**src/pkg/aopm_defines.vh**
```
// Constants shared by the analogue output parameter monitor
`ifndef AOPM_DEFINES_VH
`define AOPM_DEFINES_VH

// ****************************************
// Sizes
// ****************************************
`define AOPM_NCH 2
`define AOPM_IRQ_W 5
`define AOPM_DEC_W 17

// ****************************************
// Register map (byte addresses)
// ****************************************
`define AOPM_A_UNIT 8'h00
`define AOPM_A_STAT 8'h04
`define AOPM_A_IRQ 8'h08
`define AOPM_A_ICLR 8'h0C
`define AOPM_A_IEN 8'h10
`define AOPM_CH_PAGE 3'h1
`define AOPM_SV_PAGE 5'h08
`define AOPM_DV_PAGE 5'h09
`define AOPM_R_CFG 2'h0
`define AOPM_R_UP 2'h1
`define AOPM_R_LO 2'h2
`define AOPM_R_FLT 2'h3

// ****************************************
// Fields
// ****************************************
`define AOPM_B_SCEN 0
`define AOPM_F_FMT 2:1
`define AOPM_FMT_OFFSET 2'h0
`define AOPM_FMT_SCALED 2'h3
`define AOPM_F_RNG 2:0
`define AOPM_B_UPEN 3
`define AOPM_B_LOEN 4
`define AOPM_B_FLT 5
`define AOPM_B_IDLE 6
`define AOPM_B_SIGN 15
`define AOPM_F_MAG 14:0

// ****************************************
// Reset values and responses
// ****************************************
`define AOPM_RST_CFG 7'h40
`define AOPM_RST_UP 16'h03E8
`define AOPM_RST_LO 16'h0000
`define AOPM_RST_FLT 16'h0000
`define AOPM_RST_UNIT 3'h0
`define AOPM_RESP_OK 2'h0
`define AOPM_RESP_ERR 2'h2

`endif

```
**src/verilog/aopm_chan.v**
```verilog
// One output channel: set value decode, output selection, limit checks
`timescale 1ns/1ps
`default_nettype none
`include "aopm_defines.vh"

module aopm_chan (
  // Clock and reset
  input wire aclk,
  input wire aresetn,
  // Parameters
  input wire [15:0] set_val,
  input wire [15:0] up_lim,
  input wire [15:0] lo_lim,
  input wire [15:0] flt_val,
  input wire up_en,
  input wire lo_en,
  input wire flt_en,
  input wire idle_en,
  // Link state
  input wire comm_err,
  input wire comm_idle,
  // Results
  output reg [15:0] out_q,
  output reg [`AOPM_DEC_W-1:0] dec_q,
  output reg up_err_q,
  output reg lo_err_q
);

  // Sign-magnitude hundredths to two's complement
  function [`AOPM_DEC_W-1:0] sm_dec;
    input [15:0] v;
    reg [`AOPM_DEC_W-1:0] m;
    begin
      m = {2'b00, v[`AOPM_F_MAG]};
      sm_dec = v[`AOPM_B_SIGN] ? (~m + 1'b1) : m;
    end
  endfunction

  reg [15:0] out_d;
  wire signed [`AOPM_DEC_W-1:0] val_s;
  wire signed [`AOPM_DEC_W-1:0] up_s;
  wire signed [`AOPM_DEC_W-1:0] lo_s;

  assign val_s = sm_dec(out_q);
  assign up_s = sm_dec(up_lim);
  assign lo_s = sm_dec(lo_lim);

  // Fault has priority over idle: a broken link is never idle
  always @* begin
    out_d = set_val;
    if (comm_err) begin
      out_d = flt_en ? flt_val : out_q;
    end else if (comm_idle && idle_en) begin
      out_d = lo_lim;
    end
  end

  always @(posedge aclk) begin
    if (!aresetn) begin
      out_q <= `AOPM_RST_LO;
      dec_q <= {`AOPM_DEC_W{1'b0}};
      up_err_q <= 1'b0;
      lo_err_q <= 1'b0;
    end else begin
      out_q <= out_d;
      dec_q <= sm_dec(set_val);
      up_err_q <= up_en && (val_s > up_s);
      lo_err_q <= lo_en && (val_s < lo_s);
    end
  end

endmodule
`default_nettype wire

```
**src/verilog/aopm_top.v**
```verilog
// Analogue output parameter monitor with AXI4-Lite register access
//
// Design decisions made here: the register addresses and register access over AXI4-Lite.
`timescale 1ns/1ps
`default_nettype none
`include "aopm_defines.vh"

module aopm_top (
  // Clock and reset
  input wire aclk,
  input wire aresetn,
  // AXI4-Lite write address and data
  input wire [7:0] s_axi_awaddr,
  input wire s_axi_awvalid,
  output reg s_axi_awready,
  input wire [31:0] s_axi_wdata,
  input wire [3:0] s_axi_wstrb,
  input wire s_axi_wvalid,
  output reg s_axi_wready,
  // AXI4-Lite write response
  output reg [1:0] s_axi_bresp,
  output reg s_axi_bvalid,
  input wire s_axi_bready,
  // AXI4-Lite read
  input wire [7:0] s_axi_araddr,
  input wire s_axi_arvalid,
  output reg s_axi_arready,
  output reg [31:0] s_axi_rdata,
  output reg [1:0] s_axi_rresp,
  output reg s_axi_rvalid,
  input wire s_axi_rready,
  // Handheld terminal write port
  input wire term_we,
  input wire [7:0] term_addr,
  input wire [15:0] term_wdata,
  // Link and supply state
  input wire comm_err,
  input wire comm_idle,
  input wire supply_short,
  // Outputs
  output wire [16*`AOPM_NCH-1:0] ch_out_q,
  output reg short_err_q,
  output reg irq_q
);

  // ****************************************
  // Bus handshake
  // ****************************************
  wire wr_hs;
  wire rd_hs;
  wire [15:0] wmask;
  wire [15:0] hwdata;
  reg wr_ok;

  assign wr_hs = s_axi_awvalid && s_axi_awready;
  assign rd_hs = s_axi_arvalid && s_axi_arready;
  assign wmask = {{8{s_axi_wstrb[1]}}, {8{s_axi_wstrb[0]}}};
  assign hwdata = s_axi_wdata[15:0];

  // Address and data are taken together, one write in flight at a time
  // Ready pulses last one cycle; the response waits for bready
  always @(posedge aclk) begin
    if (!aresetn) begin
      s_axi_awready <= 1'b0;
      s_axi_wready <= 1'b0;
      s_axi_bvalid <= 1'b0;
      s_axi_bresp <= `AOPM_RESP_OK;
    end else begin
      s_axi_awready <= !s_axi_awready && s_axi_awvalid &&
                       s_axi_wvalid && !s_axi_bvalid;
      s_axi_wready <= !s_axi_awready && s_axi_awvalid &&
                      s_axi_wvalid && !s_axi_bvalid;
      if (wr_hs) begin
        s_axi_bvalid <= 1'b1;
        s_axi_bresp <= wr_ok ? `AOPM_RESP_OK : `AOPM_RESP_ERR;
      end else if (s_axi_bready) begin
        s_axi_bvalid <= 1'b0;
      end
    end
  end

  // ****************************************
  // Write decode
  // ****************************************
  wire hw_unit;
  wire hw_iclr;
  wire hw_ien;
  wire tw_unit;
  wire tw_ien;

  assign hw_unit = wr_hs && (s_axi_awaddr == `AOPM_A_UNIT);
  assign hw_iclr = wr_hs && (s_axi_awaddr == `AOPM_A_ICLR);
  assign hw_ien = wr_hs && (s_axi_awaddr == `AOPM_A_IEN);
  assign tw_unit = term_we && (term_addr == `AOPM_A_UNIT);
  assign tw_ien = term_we && (term_addr == `AOPM_A_IEN);

  // Unmapped writes still complete, with an error and no effect
  always @* begin
    wr_ok = 1'b0;
    case (s_axi_awaddr)
      `AOPM_A_UNIT, `AOPM_A_ICLR, `AOPM_A_IEN: wr_ok = 1'b1;
      default: begin
        wr_ok = (s_axi_awaddr[7:5] == `AOPM_CH_PAGE) ||
                (s_axi_awaddr[7:3] == `AOPM_SV_PAGE);
      end
    endcase
  end

  // ****************************************
  // Unit settings
  // ****************************************
  reg [2:0] unit_q;
  reg [`AOPM_IRQ_W-1:0] ien_q;

  // Terminal write lands after the host's in the same cycle
  always @(posedge aclk) begin
    if (!aresetn) begin
      unit_q <= `AOPM_RST_UNIT;
      ien_q <= {`AOPM_IRQ_W{1'b0}};
    end else begin
      if (hw_unit && s_axi_wstrb[0]) begin
        unit_q <= hwdata[2:0];
      end
      if (tw_unit) begin
        unit_q <= term_wdata[2:0];
      end
      if (hw_ien && s_axi_wstrb[0]) begin
        ien_q <= hwdata[`AOPM_IRQ_W-1:0];
      end
      if (tw_ien) begin
        ien_q <= term_wdata[`AOPM_IRQ_W-1:0];
      end
    end
  end

  // ****************************************
  // Per-channel settings and datapath
  // ****************************************
  reg [6:0] cfg_q [0:`AOPM_NCH-1];
  reg [15:0] up_q [0:`AOPM_NCH-1];
  reg [15:0] lo_q [0:`AOPM_NCH-1];
  reg [15:0] flt_q [0:`AOPM_NCH-1];
  reg [15:0] set_q [0:`AOPM_NCH-1];
  wire [`AOPM_DEC_W-1:0] dec_w [0:`AOPM_NCH-1];
  wire [`AOPM_NCH-1:0] up_err;
  wire [`AOPM_NCH-1:0] lo_err;

  // Format is stored only: limit checks always decode sign-magnitude
  // Range changes leave the limits alone; the configurer rechecks them
  genvar gi;
  generate
    for (gi = 0; gi < `AOPM_NCH; gi = gi + 1) begin : g_ch
      wire hsel;
      wire tsel;
      wire hsv;
      wire [1:0] hreg;
      wire [1:0] treg;
      wire [15:0] hcfg;

      assign hsel = wr_hs && (s_axi_awaddr[7:5] == `AOPM_CH_PAGE) &&
                    (s_axi_awaddr[4] == gi);
      assign tsel = term_we && (term_addr[7:5] == `AOPM_CH_PAGE) &&
                    (term_addr[4] == gi);
      assign hsv = wr_hs && (s_axi_awaddr[7:3] == `AOPM_SV_PAGE) &&
                   (s_axi_awaddr[2] == gi);
      assign hreg = s_axi_awaddr[3:2];
      assign treg = term_addr[3:2];
      assign hcfg = (hwdata & wmask) | ({9'h000, cfg_q[gi]} & ~wmask);

      always @(posedge aclk) begin
        if (!aresetn) begin
          cfg_q[gi] <= `AOPM_RST_CFG;
          up_q[gi] <= `AOPM_RST_UP;
          lo_q[gi] <= `AOPM_RST_LO;
          flt_q[gi] <= `AOPM_RST_FLT;
          set_q[gi] <= `AOPM_RST_LO;
        end else begin
          if (hsel && hreg == `AOPM_R_CFG) begin
            // Host may not touch the idle behaviour bit
            cfg_q[gi] <= {cfg_q[gi][`AOPM_B_IDLE], hcfg[5:0]};
          end
          if (hsel && hreg == `AOPM_R_UP) begin
            up_q[gi] <= (hwdata & wmask) | (up_q[gi] & ~wmask);
          end
          if (hsel && hreg == `AOPM_R_LO) begin
            lo_q[gi] <= (hwdata & wmask) | (lo_q[gi] & ~wmask);
          end
          if (hsel && hreg == `AOPM_R_FLT) begin
            flt_q[gi] <= (hwdata & wmask) | (flt_q[gi] & ~wmask);
          end
          if (hsv) begin
            set_q[gi] <= (hwdata & wmask) | (set_q[gi] & ~wmask);
          end
          // Terminal writes come last so they win a same-cycle collision
          if (tsel && treg == `AOPM_R_CFG) begin
            cfg_q[gi] <= term_wdata[6:0];
          end
          if (tsel && treg == `AOPM_R_UP) begin
            up_q[gi] <= term_wdata;
          end
          if (tsel && treg == `AOPM_R_LO) begin
            lo_q[gi] <= term_wdata;
          end
          if (tsel && treg == `AOPM_R_FLT) begin
            flt_q[gi] <= term_wdata;
          end
        end
      end

      aopm_chan u_chan (
        .aclk(aclk),
        .aresetn(aresetn),
        .set_val(set_q[gi]),
        .up_lim(up_q[gi]),
        .lo_lim(lo_q[gi]),
        .flt_val(flt_q[gi]),
        .up_en(cfg_q[gi][`AOPM_B_UPEN]),
        .lo_en(cfg_q[gi][`AOPM_B_LOEN]),
        .flt_en(cfg_q[gi][`AOPM_B_FLT]),
        .idle_en(cfg_q[gi][`AOPM_B_IDLE]),
        .comm_err(comm_err),
        .comm_idle(comm_idle),
        .out_q(ch_out_q[16*gi+15:16*gi]),
        .dec_q(dec_w[gi]),
        .up_err_q(up_err[gi]),
        .lo_err_q(lo_err[gi])
      );
    end
  endgenerate

  // ****************************************
  // Short monitor and interrupts
  // ****************************************
  wire [`AOPM_IRQ_W-1:0] cond;
  reg [`AOPM_IRQ_W-1:0] cond_q;
  reg [`AOPM_IRQ_W-1:0] ist_q;
  wire [`AOPM_IRQ_W-1:0] rise;
  wire [`AOPM_IRQ_W-1:0] clr;

  assign cond = {lo_err, up_err, short_err_q};
  // Edge detect: a flag that stays up raises one interrupt, not many
  assign rise = cond & ~cond_q;
  // A zero bit in a clear write leaves that status bit alone
  assign clr = hw_iclr ? s_axi_wdata[`AOPM_IRQ_W-1:0] :
               {`AOPM_IRQ_W{1'b0}};

  always @(posedge aclk) begin
    if (!aresetn) begin
      short_err_q <= 1'b0;
      cond_q <= {`AOPM_IRQ_W{1'b0}};
      ist_q <= {`AOPM_IRQ_W{1'b0}};
      irq_q <= 1'b0;
    end else begin
      // Level flag: drops as soon as the short or the enable goes
      short_err_q <= unit_q[`AOPM_B_SCEN] && supply_short;
      cond_q <= cond;
      // A new event beats a clear in the same cycle
      ist_q <= (ist_q & ~clr) | rise;
      // Built from the next status so both change on one edge
      irq_q <= |(((ist_q & ~clr) | rise) & ien_q);
    end
  end

  // ****************************************
  // Read path
  // ****************************************
  reg [31:0] rd_d;
  reg rd_ok;
  integer ci;

  // Unmapped reads return zero data with an error response
  always @* begin
    rd_d = 32'h0000_0000;
    rd_ok = 1'b1;
    case (s_axi_araddr)
      `AOPM_A_UNIT: rd_d = {29'h0, unit_q};
      `AOPM_A_STAT: rd_d = {25'h0, comm_idle, comm_err, cond};
      `AOPM_A_IRQ: rd_d = {27'h0, ist_q};
      `AOPM_A_ICLR: rd_d = 32'h0000_0000;
      `AOPM_A_IEN: rd_d = {27'h0, ien_q};
      default: begin
        rd_ok = 1'b0;
        for (ci = 0; ci < `AOPM_NCH; ci = ci + 1) begin
          if (s_axi_araddr[7:5] == `AOPM_CH_PAGE &&
              s_axi_araddr[4] == ci[0]) begin
            rd_ok = 1'b1;
            case (s_axi_araddr[3:2])
              `AOPM_R_CFG: rd_d = {25'h0, cfg_q[ci]};
              `AOPM_R_UP: rd_d = {16'h0, up_q[ci]};
              `AOPM_R_LO: rd_d = {16'h0, lo_q[ci]};
              default: rd_d = {16'h0, flt_q[ci]};
            endcase
          end
          if (s_axi_araddr[7:3] == `AOPM_SV_PAGE &&
              s_axi_araddr[2] == ci[0]) begin
            rd_ok = 1'b1;
            rd_d = {16'h0, set_q[ci]};
          end
          if (s_axi_araddr[7:3] == `AOPM_DV_PAGE &&
              s_axi_araddr[2] == ci[0]) begin
            rd_ok = 1'b1;
            // Decoded value, sign extended to the full word
            rd_d = {{15{dec_w[ci][`AOPM_DEC_W-1]}}, dec_w[ci]};
          end
        end
      end
    endcase
  end

  always @(posedge aclk) begin
    if (!aresetn) begin
      s_axi_arready <= 1'b0;
      s_axi_rvalid <= 1'b0;
      s_axi_rdata <= 32'h0000_0000;
      s_axi_rresp <= `AOPM_RESP_OK;
    end else begin
      // One read in flight: no new address while the data waits
      s_axi_arready <= !s_axi_arready && s_axi_arvalid && !s_axi_rvalid;
      if (rd_hs) begin
        s_axi_rvalid <= 1'b1;
        s_axi_rdata <= rd_d;
        s_axi_rresp <= rd_ok ? `AOPM_RESP_OK : `AOPM_RESP_ERR;
      end else if (s_axi_rready) begin
        s_axi_rvalid <= 1'b0;
      end
    end
  end

endmodule
`default_nettype wire

```
**config.mk**
```make
export PLATFORM = sky130hd
export DESIGN_NAME = aopm_top
export DESIGN_NICKNAME = d
export VERILOG_FILES = /design/src/verilog/aopm_chan.v /design/src/verilog/aopm_top.v
export VERILOG_INCLUDE_DIRS = /design/src /design/src/pkg
export SDC_FILE = /design/constraint.sdc
export NUM_CORES = 1
export LEC_CHECK = 0
export BUFFER_PORTS_ARGS = -buffer_cell sky130_fd_sc_hd__clkbuf_2
export CAP_MARGIN = 40
export CORE_ASPECT_RATIO = 0.6
export CORE_MARGIN = 2
export CORE_UTILIZATION = 40
export DETAILED_ROUTE_END_ITERATION = 7
export SETUP_SLACK_MARGIN = 0.2
export SYNTH_ARGS = -nofsm -noshare
export SYNTH_HDL_FRONTEND = slang
export SYNTH_SLANG_ARGS = --single-unit
```
**constraint.sdc**
```tcl
create_clock -name aclk -period 8.5 [get_ports aclk]
set_input_delay 1.7 -clock aclk [delete_from_list [all_inputs] [get_ports aclk]]
set_output_delay 1.7 -clock aclk [all_outputs]
set_load 0.005 [all_outputs]
```
; Word level (Yosys, flattened, before mapping)
; Memory sizes are Yosys's and may differ from the RTL's.
; Cells that the tools add are included.
[totals]
reg_bits = 130
latchBits = 0
ram_bits = 142
mem_bits_ro = 0
input_bits = 87
out_inout_bits = 75
wordCells = 309
mem_count = 5
[mem_list]
columns = memory, words, width, rd, rd_clocked_by_memory_dff, wr, line_no
row1 = flt_q, 2, 16, 2, 0, 2, aopm_top.v:142  ; reg [15:0] flt_q [0:`AOPM_NCH-1];
row2 = lo_q, 2, 16, 2, 0, 2, aopm_top.v:141  ; reg [15:0] lo_q [0:`AOPM_NCH-1];
row3 = set_q, 2, 16, 2, 0, 2, aopm_top.v:143  ; reg [15:0] set_q [0:`AOPM_NCH-1];
row4 = up_q, 2, 16, 2, 0, 2, aopm_top.v:140  ; reg [15:0] up_q [0:`AOPM_NCH-1];
row5 = cfg_q, 2, 7, 2, 0, 2, aopm_top.v:139  ; reg [6:0] cfg_q [0:`AOPM_NCH-1];
[classes]
addsub = 8
multipliers = 0
div_mod_pow = 0
n_lt_le_gt_ge = 4
eq_ne = 23
shifts = 0
muxes = 115
bitwise_logic = 59
reduce_logical = 72
[op_table]
columns = cell, count
row1 = $mux 16, 21
row2 = $mux 32, 5
row3 = $pmux 32 s5, 1
row4 = $and 16x16->16, 9
row5 = $add 17x1->17 const B, 8
row6 = $not 15->17, 8
row7 = $or 16x16->16, 8
row8 = $mux 17, 6
row9 = $pmux 16 s3, 2
row10 = $mux 1, 67
row11 = $logic_and 1x1->1, 52
row12 = $gt 17x17->1, 2
row13 = $lt 17x17->1, 2
row14 = $mux 15, 2
row15 = $mux 7, 4
row16 = $eq 8x4->1 const B, 3
row17 = $eq 8x5->1 const B, 3
row18 = $logic_not 8->1, 3
row19 = $or 1x1->1, 18
row20 = $not 16->16, 1
row21 = $and 5x5->5, 3
row22 = $eq 5x4->1 const B, 3
row23 = $mux 5, 3
row24 = $and 6x6->6, 2
row25 = 18 further kinds, 45

; Logic depth before layout (Yosys ltp)
[logic_depth]
ltp_word = 10
ltp_mapped = 15
ltp_nobuf = 15

; By module
; From an unflattened synthesis, not the netlist that was laid out.
[hier_totals]
hier_cells = 1850
hier_area_um2 = 17727.0
[by_module_without_submodules]
columns = mod, instances, cells_each, area_each_um2, seq_area_each_um2
row1 = aopm_top, 1, 1039, 10724.0, 5124.9
row2 = aopm_chan at g_ch[1].u_chan, 1, 408, 3538.4, 700.7
row3 = aopm_chan at g_ch[0].u_chan, 1, 403, 3464.6, 700.7

; Least setup slack after synthesis
; OpenSTA, ideal clock, no wires.
[synth_path]
path_type = input to register
from = in term_addr[7]
to = mem lo_q[0][0], enable pin
setup_ps = 376
arrival_ps = 3641
slack_ps = 4484
cell_stages = 7
path_buffers = 2
cell_sequence = nor3b_1 -> nand2_1 -> or2_2 -> clkbuf_1 -> nor3_2 -> clkbuf_1 -> nand3b_1
[synth_rtl]
columns = item, line_no
row1 = "start, declared", aopm_top.v:34  ; input wire [7:0] term_addr,
row2 = "end, declared", aopm_top.v:141

==> out/qor.yml <==
status: "finished, final reports clean"
route.met2.wl_um: 25200
crit-reg2reg-launch: "up_q[1][2]"
setup_slack_ns: 4.40
wl_per_cell_um: 26.5
hp-start: "s_axi_rvalid"
rsz0062_at_grt: "no"
synth_area_leader_cell: "edfxtp_1"
route.met3.wl_um: 10100
clock.fmax_mhz: 244
synth-seq-area-share_pct: 38.1
finalNetCount: 2059
ys_ff_latch: 255
hold_path_class: "reg -> reg"
hold_buffers: 0
grt_use_total_pct: 29.1
p_leak_nw: 7.59
antenna_found_initial: 11
pre_cts_ws_ns: 3.86
worstSetupPathType: "in -> reg"
place.port_buffers: 141
ys_top_cells_by_area: "edfxtp_1, dfxtp_1, nand2_1, ha_1, o21ai_0"
crit_slowest_cell: "nor3b_1"
min_period_ns: 4.10
synth_top_cell_area_share_pct: 24.9
grt_max_degree: 79
drv_cap: 0
cp_max_fo: 33
fillers: 4073
clock_sinks: 255
r2r_slack_ns: 4.44
yosysUniqueCellTypes: 74
r2r_cells: 12
synth_edf_count: 142
post-route-period-util_pct: 48.2
cpPeakStageDelay_ns: 0.64
overflow: 0
hpwl_um: 49000
drc_errors: 0
ir_drop_uv: 167
crit_chain: "clkbuf_2, nor3b_1, nand3_1, or3_1, buf_4, a21boi_1, buf_4, nand2_1"
avgSynthCellArea_um2: 9.23
root_buffer: "clkbuf_16"
h-tree-depth: 1
grt_pass1_wl_um: 96300
drtIter0Drc: 2313
register_area_um2: 6530
yosysMostFrequentCell: "nand2_1"
drive_above_1_share_pct: 15.0
cts.repair.resized: 0
min_to: "s_axi_arready"
worst_setup_path_start_kind: "input pin"
num_io_pins: 162
start_util_pct: 40.7
synthTopCellsByCount: "nand2_1, o21ai_0, edfxtp_1"
synth_cells: 1856
post_cts_buffers: 0
syn-cell-area_um2: 17100
area_delta_synth_final_pct: 11.5
die_w_um: 271
yosysWarnings: 0
die_h_um: 164
timing.rr.end: "g_ch[1].u_chan.up_err_q"
hold_violations: 0
finalWirelength_um: 66500
core_um2: 42100
slew_viol_final: 0
worstPathArrival_ns: 4.30
dieArea_um2: 44600
synth_ff_type: "edfxtp_1"
setup_viol: 0
synthArstFlopShare_pct: 0
clk_latency_ns: 0.58
gp_congestion: 0.949
topRoutingLayerUsed: "met5"
cp.required_ns: 8.71
dr.pass1.iters: 6
cts_tree: "done"
placement_rows: 58
max_slew_margin_pct: 34.7
grt_pass1_vias: 14236
end_kind: "register"
vias: 15814
cp_common_cell: "buf_4"
hold_depth: 1
multi_input_comb_area_um2: 9790
worst_slew_pin_slew_ns: 0.970
setup_tns_ns: 0
clk_path_buf_depth: 3
drt-met1-wl_um: 29700
antenna_left: 0
routed_via_density: 6.31
power_density_nw_per_um2: 166
clk_pin_slew_ns: 0.07
fin_skew_ns: 0.0192
numCtsBuffers: 26
worst max-delay path, delay by kind of cell:
kind                   cells  cell delay, ns
AOI/OAI and AO/OA          1            0.18
buffers and inverters      3            0.55
and+or+nand+nor            4            1.85
kinds of logic after synthesis:
family	Yosys count	synth area share (%)
compound gates	538	22.0
xor+xnor	107	5.47
mux	112	8.41
flops	255	38.1
fa+ha+maj	62	4.53
simple gates	577	16.6
other cells	1	0.0219
buf+inv	204	4.88
power breakdown:
group          total (W)  switching (W)  internal, W
sequential       0.00144      0.0000866      0.00135
combinational   0.000528       0.000325     0.000203
clock            0.00121       0.000540     0.000672
flip-flops by register name, indices dropped and copies added, names as in the netlist, 2 cells and up:
signal	count
flt_q	32
g_ch.u_chan.out_q	32
lo_q	32
up_q	32
ist_q	5
cfg_q	14
g_ch.u_chan.up_err_q	2
g_ch.u_chan.dec_q	34
cond_q	5
unit_q	3
s_axi_rdata	17
g_ch.u_chan.lo_err_q	2
set_q	32
ien_q	5
placed cells by master, fill, tap and decap left out, types with 10 or more instances in the layout:
| cell type | instances |
|---|---|
| xor2_1 | 36 |
| and3_1 | 11 |
| buf_4 | 21 |
| a22o_1 | 27 |
| mux4_2 | 22 |
| a21oi_1 | 81 |
| nor4_1 | 14 |
| or3_1 | 18 |
| dfxtp_1 | 113 |
| nand2b_1 | 54 |
| o211a_1 | 48 |
| a311oi_1 | 31 |
| clkbuf_2 | 141 |
| a21boi_0 | 25 |
| edfxtp_1 | 142 |
| nand3_1 | 27 |
| o31ai_1 | 37 |
| nand2_1 | 228 |
| or4_1 | 16 |
| and2_1 | 46 |
| xnor2_1 | 71 |
| a31oi_1 | 16 |
| mux2_2 | 36 |
| a221oi_1 | 18 |
| ha_1 | 62 |
| nor2_1 | 87 |
| clkbuf_16 | 26 |
| o41ai_1 | 14 |
| nor2b_1 | 17 |
| a22oi_1 | 16 |
| mux2i_1 | 54 |
| inv_1 | 57 |
| a221o_1 | 10 |
| nor3_1 | 22 |
| o21ai_0 | 152 |
final cells by class:
class,instances,area share (%)
Antenna cell,7,0.0917
Sequential cell,255,34.2
Multi-Input combinational cell,1398,51.2
Clock buffer,39,3.93
Tap cell,570,3.73
Timing Repair Buffer,171,5.17
Clock inverter,9,0.563
Inverter,58,1.14
per-stage QoR:
step / hold slack, ns / area [um2] / utilization, % / cells / total power, W
2_1_floorplan: 0.429 / 17100 / - / 1857 / 0.00176
5_1_grt: 0.465 / 19100 / 45.4 / 2502 / 0.00328
3_5_place_dp: 0.446 / 18200 / 43.3 / 2452 / 0.00197
3_3_place_gp: 0.428 / 18100 / 43.0 / 2440 / 0.00195
6_report: 0.453 / 19100 / 45.4 / 2507 / 0.00318
4_1_cts: 0.452 / 19100 / 45.4 / 2500 / 0.00316
how the worst max path moves through the flow:
stage                  from  depth (start not counted)                      end
6_report       term_addr[7]                          8               lo_q[1][9]
5_1_grt          up_q[1][2]                         12  g_ch[1].u_chan.up_err_q
4_1_cts        term_addr[7]                          8              lo_q[1][13]
3_5_place_dp   term_addr[7]                          8              lo_q[1][13]
3_3_place_gp   term_addr[7]                          7              up_q[0][14]
2_1_floorplan  term_addr[7]                          7               lo_q[0][0]
per-layer routing:
layer	vias to the layer above	track usage [%]
met5	-	2.19
met4	6	5.84
met3	94	10.9
met2	998	37.7
met1	7705	44.5
li1	7011	-
(Power assumes the default switching activity.)
